===== config.mk =====
export PLATFORM = sky130hd
export DESIGN_NAME = hpfs_pin_select
export DESIGN_NICKNAME = d
export VERILOG_FILES = /design/src/common/hpfs_pkg.sv /design/src/rtl/hpfs_pin_select.sv
export VERILOG_INCLUDE_DIRS = /design/src /design/src/common
export SDC_FILE = /design/constraint.sdc
export NUM_CORES = 1
export LEC_CHECK = 0
export BUFFER_PORTS_ARGS = -buffer_cell sky130_fd_sc_hd__buf_2
export CAP_MARGIN = 40
export CORE_ASPECT_RATIO = 1.4
export CORE_MARGIN = 4
export CORE_UTILIZATION = 30
export CTS_CLUSTER_DIAMETER = 200
export CTS_CLUSTER_SIZE = 16
export DETAILED_ROUTE_END_ITERATION = 6
export PLACE_DENSITY_LB_ADDON = 0.1
export SLEW_MARGIN = 10
export SYNTH_ARGS = -nofsm -noshare
export SYNTH_HDL_FRONTEND = slang
export SYNTH_SLANG_ARGS = --single-unit

===== constraint.sdc =====
create_clock -name mclk -period 2.6 [get_ports mclk]
set_input_delay 0.52 -clock mclk [delete_from_list [all_inputs] [get_ports mclk]]
set_output_delay 0.52 -clock mclk [all_outputs]
set_load 0.01 [all_outputs]

===== src/common/hpfs_map.svh =====
`ifndef HPFS_MAP_SVH
`define HPFS_MAP_SVH
// pin indices inside the five-line group (port lines 11..15)
`define HPFS_LINE_ELEVEN   0
`define HPFS_LINE_TWELVE   1
`define HPFS_LINE_THIRTEEN 2
`define HPFS_LINE_FOURTEEN 3
`define HPFS_LINE_FIFTEEN  4
`define HPFS_NUM_LINES     5
// polarity reset value: 0 means active low
`define HPFS_POL_RESET     1'h0
// gpio direction reset value: disconnected
`define HPFS_GPIO_RESET    2'h0
`define HPFS_SYNC_STAGES   2
`endif


===== src/common/hpfs_pkg.sv =====
package hpfs_pkg;
  typedef enum logic [1:0] {
    HPFS_GPIO_OFF = 2'h0,
    HPFS_GPIO_IN  = 2'h1,
    HPFS_GPIO_OUT = 2'h2
  } hpfs_gpio_dir_e;

  // host bus style as held by the host_port_control bits
  typedef struct packed {
    logic host_function;
    logic double_strobe;
    logic multiplexed;
    logic double_request;
    logic request_open_drain;
  } hpfs_style_s;

  // polarity bits: 1 means active high
  typedef struct packed {
    logic strobe_high;
    logic select_high;
    logic ack_high;
    logic request_high;
  } hpfs_pol_s;

  // active-high qualifiers seen by the inner host logic
  typedef struct packed {
    logic read_strobe;
    logic write_strobe;
    logic single_strobe;
    logic read_write_select;
    logic select;
    logic addr_ten;
    logic ack;
  } hpfs_qual_s;
endpackage


===== src/rtl/hpfs_pin_select.sv =====
`timescale 1ns/1ps
`include "hpfs_map.svh"
// Notes on behaviour
// pin functions follow host_port_control style bits
// double strobe: line eleven read strobe, line twelve write strobe
// double strobe: writes qualified by line twelve write strobe
// single strobe: line twelve data strobe, line eleven read/write select
// strobe polarity programmable, active low after reset
// nonmultiplexed: line thirteen chip select, programmable polarity, low
// multiplexed: line thirteen is host address bit ten
// single request: line fourteen drives combined request
// single request: line fifteen is acknowledge input, polarity low
// double request: line fourteen drives transmit request
// double request: line fifteen drives receive request
// request polarity programmable, active low after reset
// each request output driven or open drain
// gpio mode: each line input, output or disconnected
// after reset all lines gpio disconnected
// host puts address bit ten on line thirteen when multiplexed
// inputs synchronised then polarity inverted to active high
module hpfs_pin_select
  import hpfs_pkg::*;
#(
  parameter int NUM_LINES   = `HPFS_NUM_LINES,
  parameter int SYNC_STAGES = `HPFS_SYNC_STAGES
) (
  input  wire logic                 mclk,
  input  wire logic                 reset,
  input  wire hpfs_style_s          host_port_control,
  input  wire hpfs_pol_s            polarity,
  input  wire logic [NUM_LINES-1:0] gpio_dir_out,
  input  wire logic [NUM_LINES-1:0] gpio_dir_in,
  input  wire logic [NUM_LINES-1:0] gpio_out_data,
  input  wire logic                 combined_request,
  input  wire logic                 transmit_request,
  input  wire logic                 receive_request,
  input  wire logic [NUM_LINES-1:0] pin_in,
  output logic      [NUM_LINES-1:0] pin_out,
  output logic      [NUM_LINES-1:0] pin_oe,
  output logic      [NUM_LINES-1:0] gpio_in_data,
  output hpfs_qual_s                qual
);

  initial begin
    if (NUM_LINES != `HPFS_NUM_LINES || SYNC_STAGES != `HPFS_SYNC_STAGES)
      $error("hpfs_pin_select: unsupported parameters");
  end

  localparam int L11 = `HPFS_LINE_ELEVEN;
  localparam int L12 = `HPFS_LINE_TWELVE;
  localparam int L13 = `HPFS_LINE_THIRTEEN;
  localparam int L14 = `HPFS_LINE_FOURTEEN;
  localparam int L15 = `HPFS_LINE_FIFTEEN;

  // two-stage synchroniser; stage one is read only by stage two
  logic [NUM_LINES-1:0] sync1_ff, sync2_ff;
  logic [NUM_LINES-1:0] nxt_sync1, nxt_sync2;
  // registered configuration, so style changes land cleanly
  hpfs_style_s          style_ff, nxt_style;
  hpfs_pol_s            pol_ff, nxt_pol;
  hpfs_gpio_dir_e       dir_ff [NUM_LINES];
  hpfs_gpio_dir_e       nxt_dir [NUM_LINES];
  logic [NUM_LINES-1:0] pin_out_ff, nxt_pin_out;
  logic [NUM_LINES-1:0] pin_oe_ff, nxt_pin_oe;
  logic [NUM_LINES-1:0] gin_ff, nxt_gin;
  hpfs_qual_s           qual_ff, nxt_qual;
  logic                 req14, req15;

  always_comb begin
    nxt_sync1 = pin_in;
    nxt_sync2 = sync1_ff;
    nxt_style = host_port_control;
    nxt_pol   = polarity;
    for (int i = 0; i < NUM_LINES; i++) begin
      // per-line gpio direction
      if (gpio_dir_out[i])
        nxt_dir[i] = HPFS_GPIO_OUT;
      else if (gpio_dir_in[i])
        nxt_dir[i] = HPFS_GPIO_IN;
      else
        nxt_dir[i] = HPFS_GPIO_OFF;
    end
  end

  always_comb begin
    nxt_pin_out = '0;
    nxt_pin_oe  = '0;
    nxt_gin     = '0;
    nxt_qual    = '0;
    // request polarity inversion
    req14 = (style_ff.double_request ? transmit_request : combined_request)
            ^ ~pol_ff.request_high;
    req15 = receive_request ^ ~pol_ff.request_high;
    // host function versus gpio
    if (style_ff.host_function) begin
      // polarity applied after synchroniser
      if (style_ff.double_strobe) begin
        // separate read and write strobes
        nxt_qual.read_strobe  = sync2_ff[L11] ^ ~pol_ff.strobe_high;
        // write strobe on line twelve
        nxt_qual.write_strobe = sync2_ff[L12] ^ ~pol_ff.strobe_high;
      end else begin
        // single strobe plus direction
        // strobe polarity
        nxt_qual.single_strobe     = sync2_ff[L12] ^ ~pol_ff.strobe_high;
        nxt_qual.read_write_select = sync2_ff[L11];
      end
      if (style_ff.multiplexed) begin
        // address bit ten
        nxt_qual.addr_ten = sync2_ff[L13];
      end else begin
        // chip select polarity
        nxt_qual.select = sync2_ff[L13] ^ ~pol_ff.select_high;
      end
      // line fourteen request
      // open drain only pulls low
      nxt_pin_out[L14] = style_ff.request_open_drain ? 1'h0 : req14;
      nxt_pin_oe[L14]  = style_ff.request_open_drain ? ~req14 : 1'h1;
      if (style_ff.double_request) begin
        // receive request on line fifteen
        nxt_pin_out[L15] = style_ff.request_open_drain ? 1'h0 : req15;
        nxt_pin_oe[L15]  = style_ff.request_open_drain ? ~req15 : 1'h1;
      end else begin
        // acknowledge input
        nxt_qual.ack = sync2_ff[L15] ^ ~pol_ff.ack_high;
      end
    end else begin
      for (int i = 0; i < NUM_LINES; i++) begin
        case (dir_ff[i])
          HPFS_GPIO_OUT: begin
            nxt_pin_out[i] = gpio_out_data[i];
            nxt_pin_oe[i]  = 1'h1;
          end
          HPFS_GPIO_IN: begin
            nxt_gin[i] = sync2_ff[i];
          end
          default: begin
            // disconnected: input ignored, pin not driven
            nxt_gin[i] = 1'h0;
          end
        endcase
      end
    end
  end

  always_ff @(posedge mclk) begin
    if (reset) begin
      sync1_ff   <= '0;
      sync2_ff   <= '0;
      // reset to gpio disconnected
      style_ff   <= '0;
      // active low after reset
      pol_ff     <= '0;
      for (int i = 0; i < NUM_LINES; i++)
        dir_ff[i] <= HPFS_GPIO_OFF;
      pin_out_ff <= '0;
      pin_oe_ff  <= '0;
      gin_ff     <= '0;
      qual_ff    <= '0;
    end else begin
      sync1_ff   <= nxt_sync1;
      sync2_ff   <= nxt_sync2;
      style_ff   <= nxt_style;
      pol_ff     <= nxt_pol;
      for (int i = 0; i < NUM_LINES; i++)
        dir_ff[i] <= nxt_dir[i];
      pin_out_ff <= nxt_pin_out;
      pin_oe_ff  <= nxt_pin_oe;
      gin_ff     <= nxt_gin;
      qual_ff    <= nxt_qual;
    end
  end

  assign pin_out      = pin_out_ff;
  assign pin_oe       = pin_oe_ff;
  assign gpio_in_data = gin_ff;
  assign qual         = qual_ff;

  // open drain never drives high
  open_drain_low_a: assert property (@(posedge mclk) disable iff (reset)
    $past(style_ff.host_function) && $past(style_ff.request_open_drain)
    |-> !(pin_oe[L14] && pin_out[L14]))
    else $error("open drain request drove high");

  // gpio off means no drive
  gpio_off_hiz_a: assert property (@(posedge mclk) disable iff (reset)
    !style_ff.host_function && dir_ff[L11] == HPFS_GPIO_OFF
    |=> !pin_oe[L11])
    else $error("disconnected line driven");

  // ack line not driven in single request mode
  ack_not_driven_a: assert property (@(posedge mclk) disable iff (reset)
    style_ff.host_function && !style_ff.double_request |=> !pin_oe[L15])
    else $error("ack line driven");

  // receive request driven when push pull
  rx_req_drive_a: assert property (@(posedge mclk) disable iff (reset)
    style_ff.host_function && style_ff.double_request &&
    !style_ff.request_open_drain |=> pin_oe[L15])
    else $error("receive request not driven");

  // strobe follows pin after sync
  strobe_latency_a: assert property (@(posedge mclk) disable iff (reset)
    style_ff.host_function && !style_ff.double_strobe &&
    $stable(pol_ff) |=> qual.single_strobe ==
    ($past(sync2_ff[L12]) ^ ~$past(pol_ff.strobe_high)))
    else $error("strobe qualifier wrong");

  // select qualifier absent when multiplexed
  select_muxed_a: assert property (@(posedge mclk) disable iff (reset)
    style_ff.multiplexed |=> !qual.select)
    else $error("select seen in multiplexed mode");

  // push pull request level
  req_level_a: assert property (@(posedge mclk) disable iff (reset)
    style_ff.host_function && !style_ff.request_open_drain
    |=> pin_out[L14] == $past(req14))
    else $error("request level wrong");

  // gpio input gated off in host mode
  host_gin_zero_a: assert property (@(posedge mclk) disable iff (reset)
    style_ff.host_function |=> gpio_in_data == '0)
    else $error("gpio input leaked in host mode");
endmodule


==> results.cfg, run 1 <==
[layout]
diodes = 0
fillerInstances = 527
area.growth.synth_to_final_pct = 26.5
multiInputGateArea_um2 = 538
layout-drive-gt1-share_pct = 36.6
nets = 224
seq_area_um2 = 1020
postLayoutCoreUtil_pct = 39.3

[sta]
fmaxAchievable_mhz = 751
rsz0062_at_grt = false
setup_tns_ps = 0
max_slew.worst_pin.slew_ps = 650
timing.hold.ws_ps = 388
fin_crit_sh_pct = 51.2
slew-limit-headroom_pct = 56.6
post-route-min-period_ps = 1330
drv_slew = 0
hold_viol = 0
finClkSkew_ps = 3.49
finalSetupViolCount = 0

[worst_setup_path]
cp_slowest_cell = dfxtp_1
worstSetupStartpointType = flip-flop
r2r_slack_ps = 1270
r2r_end = pin_oe[3]
critPathMaxFanout = 11
timing.rr.start = style_ff[4]
reg2reg_depth = 3
startpoint = style_ff[4]
required_ps = 2810
end_kind = flip-flop
cp_top_family = flip-flops
cp.arrival_ps = 1540
cp_num_buf_inv = 0
worst-setup-path-type = flip-flop to flip-flop
max_stage_delay_ps = 520
crit_chain = nor3b_1 -> nor2_1 -> a211oi_1

[cts]
clk_latency_ps = 290
ctsResizeCount = 0
cts_tree = yes
hold_buffers = 0
clk_pin_slew_worst_paths_ps = 80
cts_setup_buffers = 0
clockRootBuffer = clkbuf_8
cts_buffer_depth = 2
htree_levels = 2
cts_inserted_buffers = 5
cts.sinks = 51

[synth]
yosysTopAreaCell = dfxtp_1
synth_warnings = 0
synthCells = 132
synthMostInstantiatedCell = dfxtp_1
synth.area.top_cells = dfxtp_1, nor2b_1, nor4b_4
yosys.cell_types.count = 27
postSynthAreaPerCell_um2 = 12.1
syn-num-nets = 166
synth_edf_count = 0
synth-seq-cells = 51
seq_area_frac_synth_pct = 63.7
synth_area_um2 = 1600
synth_common_cells = dfxtp_1, nor2b_1, nor2_1
ys.flop_type = dfxtp_1
synthArstFlopShare_pct = 0
synth_top_area_share_pct = 63.7

[route]
via_count = 1065
drtAntennaViolNets = 0
first_pass_iters = 4
post-route-drc-count = 0
routed_wl_um = 3000
drt_iter0_drc = 28
wl_per_cell_um = 11.7
via_per_inst = 4.14

[worst_hold_path]
hold_class = input port to flip-flop
holdPathEnd = dir_ff[0][4]
whs_path_depth = 2
hold_start = gpio_dir_out[2]

[die]
die_area_um2 = 6590
io-pin-count = 56
initial_core_util_pct = 31.1
coreArea_um2 = 5160
die_y_um = 94.5
row_count = 31
die_x_um = 69.8

[global_route]
grt_pass1_wl_um = 4850
grt_overflow = 0
grt_pass1_vias = 1072
grt_max_degree = 22
grt_usage_pct = 9.62
grt_antenna_before_repair = 0

[pwr]
p_seq_share_pct = 59.2
combPwrFrac_pct = 6.5
internal_power_uw = 1110
p_switching_uw = 295
clkPwrFrac_pct = 34.3
swShare_pct = 21.1
cellPowerDensity_nw_per_um2 = 691
ir_drop_uv = 363
p_leak_uw = 0.000922

[flow_run]
drv_cap = 0

[placed_design]
gp_congestion = 0.647
hpwlAfterDp_um = 2350
io_buffer_count = 55

[outcome]
status = completed
sequential cells by signal, summed over array words and instances (netlist names):
register and flops:
pin_out 5, qual 7, pin_oe 5, gpio_in_data 5
dir_ff 10, sync2_ff 5, pol_ff 4, style_ff 5
nxt_sync2 5
worst max-delay path by stage:
stage | depth (start not counted) | endpoint
CTS | 3 | pin_oe[3]
finish | 3 | pin_oe[3]
floorplan | 3 | pin_out[3]
global route | 3 | pin_oe[3]
global placement | 4 | pin_out[3]
detailed placement | 4 | pin_out[3]
cells by family (layout without fill, tap and decap cells):
family	after synthesis	in the layout	synth area share [%]
flops	51	51	63.7
buf+inv	6	65	2.73
simple gates	63	63	27.3
xor+xnor	6	6	3.28
mux	1	1	0.625
compound gates	5	5	2.34
through the flow:
stage	std cells	power, µW	setup slack (ps)	cell area, µm²
6_report	257	1400	1270	2030
5_1_grt	257	1470	1160	2030
4_1_cts	257	1430	1220	2030
3_5_place_dp	249	943	995	1930
3_3_place_gp	249	940	1030	1930
2_1_floorplan	132	900	1490	1600
final cells by class:
class / count / area share (%)
inverters: 1 / 0.185
well taps: 66 / 4.07
flip-flops and latches: 51 / 50.3
multi-input cells: 75 / 26.5
repair buffers: 56 / 13.9
clock buffers: 8 / 4.94
placed cells by master, fill, tap and decap left out, drive strengths merged:
master	instances
buf	56
dfxtp	51
nor2b	25
nor2	9
nor3b	8
clkbuf	8
xor2	5
nand3	4
nor4b	3
nand2	3
and2	3
nor3	3
a21oi	2
inv	1
mux2i	1
and2b	1
a32o	1
xnor2	1
nand4	1
o21ba	1
and4b	1
nand2b	1
and3	1
a211oi	1
worst reg2reg max path, stage by stage (launching register included):
cell and delay, ps:
dfxtp_1 520, nor3b_1 430, nor2_1 80, a211oi_1 230
metal layers:
layer  global-route usage (%)  part of all wire (%)
met1                     9.21                    38
met2                     17.6                    52
met3                     3.41                   8.1
met4                     5.75                   2.5
met5                        0                     0
power by group through the flow:
stage | Combinational (µW) | Clock (µW) | Sequential (µW)
after floorplan | 55.2 | 0 | 845
after global placement | 92.4 | 0 | 848
after detailed placement | 94.1 | 0 | 848
after CTS | 94.4 | 502 | 830
after global routing | 102 | 538 | 833
final | 91.7 | 480 | 829
Power figures use the tool's default switching activity.
==> inputs of run 2 (changes only) <==
--- a/config.mk
+++ b/config.mk
@@ -6,6 +6,7 @@
 export SDC_FILE = /design/constraint.sdc
 export NUM_CORES = 1
 export LEC_CHECK = 0
+export ABC_AREA = 1
 export BUFFER_PORTS_ARGS = -buffer_cell sky130_fd_sc_hd__buf_2
 export CAP_MARGIN = 40
 export CORE_ASPECT_RATIO = 1.4
==> constraint.sdc (replaced) <==
create_clock -name mclk -period 1.1 [get_ports mclk]
set_input_delay 0.22 -clock mclk [delete_from_list [all_inputs] [get_ports mclk]]
set_output_delay 0.22 -clock mclk [all_outputs]
set_load 0.01 [all_outputs]
==> results.cfg, run 2 <==
[sta]
fin_crit_sh_pct = 87.8
timing.hold.ws_ps = 93.5
finalSetupViolCount = 0
fmaxAchievable_mhz = 1030
setup_ws_ps = 134
finClkSkew_ps = 3.68
post-route-min-period_ps = 966
rsz0062_at_grt = false
slew-limit-headroom_pct = 85.6
hold_viol = 0
max_slew.worst_pin.slew_ps = 215
drv_slew = 0
setup_tns_ps = 0

[synth]
synth-seq-cells = 51
synthMostInstantiatedCell = dfxtp_1
yosys.cell_types.count = 20
ys.flop_type = dfxtp_1
synthCells = 184
synth_edf_count = 0
synth.area.top_cells = dfxtp_1, nor2_1, inv_1
synth_area_um2 = 1630
synth_warnings = 0
synth_common_cells = dfxtp_1, nor2_1, inv_1
seq_area_frac_synth_pct = 62.5
postSynthAreaPerCell_um2 = 8.88
yosysTopAreaCell = dfxtp_1
synthArstFlopShare_pct = 0
synth_top_area_share_pct = 62.5
syn-num-nets = 218

[cts]
ctsResizeCount = 0
cts.sinks = 51
clk_latency_ps = 290
clk_pin_slew_worst_paths_ps = 90
cts_inserted_buffers = 5
cts_setup_buffers = 0
cts_tree = yes
clockRootBuffer = clkbuf_8
cts_buffer_depth = 2
hold_buffers = 0
htree_levels = 2

[layout]
nets = 278
largest_reg_flops = 10
final_cells = 311
layout_commonest_cell = buf_2
layout-drive-gt1-share_pct = 29.8
final_cell_mix = buf_2, dfxtp_1, nor2_1
diodes = 0
fillerInstances = 583
top_register = dir_ff
area.growth.synth_to_final_pct = 29.4

[route]
post-route-drc-count = 0
drt_iter0_drc = 48
via_count = 1233
drtAntennaViolNets = 0
via_per_inst = 3.96
routed_wl_um = 3030
first_pass_iters = 2
wl_per_cell_um = 9.74

[worst_hold_path]
holdPathEnd = dir_ff[0][6]
hold_start = gpio_dir_out[3]
hold_class = input port to flip-flop
whs_path_depth = 2

[placed_design]
io_buffer_count = 55
gp_congestion = 0.703
dp_slack_ps = 69.6
dpl.cell_count = 303
hpwlAfterDp_um = 2360

[worst_setup_path]
cp_top_family = flip-flops
cp.arrival_ps = 750
critPathMaxFanout = 1
r2r_end = pin_out[1]
worst-setup-path-type = flip-flop to output pin
r2r_slack_ps = 160
cp_num_buf_inv = 1
end_kind = output pin
crit_chain = buf_2
reg2reg_depth = 4
timing.rr.start = style_ff[4]
required_ps = 880
worstSetupStartpointType = flip-flop
max_stage_delay_ps = 330
cp_slowest_cell = dfxtp_1

[pwr]
cellPowerDensity_nw_per_um2 = 1740
p_leak_uw = 0.00109
ir_drop_uv = 592
finalPower_uw = 3670

[global_route]
grt_usage_pct = 10.1
grt_pass1_vias = 1226
grt_overflow = 0
grt_pass1_wl_um = 5300
grt_antenna_before_repair = 0
grt_max_degree = 17

[flow_run]
drv_cap = 0

[die]
coreArea_um2 = 5240
row_count = 31
io-pin-count = 56
die_area_um2 = 6710
initial_core_util_pct = 31.2
die_x_um = 70.4
die_y_um = 95.3

[outcome]
status = completed
run 2: changes by cell type in the layout (fill, tap and decap cells not counted), moves of 3 or more:
| cell | previous run | this run |
|---|---|---|
| inv_1 | 1 | 35 |
| nand2_1 | 3 | 19 |
| nand3_1 | 4 | 10 |
| nor2_1 | 8 | 36 |
| nor2b_1 | 25 | 0 |
| nor3_1 | 3 | 7 |
| nor3b_1 | 7 | 0 |
| nor4b_4 | 3 | 0 |
run 2: how the worst max path moves through the flow:
stage | endpoint | startpoint | cells after the start | slack [ps]
2_1_floorplan | pin_out[0] | style_ff[4] | 4 | 270
3_3_place_gp | pin_out[0] | reset | 5 | 90
3_5_place_dp | pin_out[0] | reset | 5 | 70
4_1_cts | pin_out[3] | style_ff[4] | 4 | 100
5_1_grt | pin_out[3] | style_ff[1] | 5 | 20
6_report | pin_oe[4] | pin_oe[4] | 1 | 130
run 2: per-layer routing:
metal	track usage, %	routed length (µm)	vias to the layer above
met5	0	0	-
met4	5.27	73	0
met3	2.74	197	7
met2	18.4	1580	34
met1	10.5	1180	530
li1	-	-	662
run 2: metrics by stage:
stage	instance area [µm²]	util (%)
after floorplan	1630	-
after global placement	1980	37.8
after detailed placement	1980	37.8
after CTS	2110	40.4
after global routing	2110	40.4
final	2110	40.4
run 2: final cells by class:
| cell class | count | area (µm²) | area share [%] |
|---|---|---|---|
| Clock buffer | 6 | 72.6 | 3.43 |
| Clock inverter | 2 | 60.1 | 2.84 |
| Inverter | 38 | 144 | 6.80 |
| Multi-Input combinational cell | 91 | 443 | 20.9 |
| Sequential cell | 51 | 1020 | 48.3 |
| Tap cell | 66 | 82.6 | 3.91 |
| Timing Repair Buffer | 57 | 290 | 13.7 |
run 2: power by group:
part | switching [µW] | total, µW | internal [µW]
logic | 131 | 240 | 109
clock network | 572 | 1480 | 908
registers | 32.9 | 1950 | 1920
total | 736 | 3670 | 2930
run 2: kinds of logic (layout without fill, tap and decap cells):
group	after synthesis	after routing	synth area share [%]
simple gates	83	83	23.7
xor+xnor	4	4	2.14
compound gates	4	4	1.22
flops	51	51	62.5
buf+inv	42	103	10.4
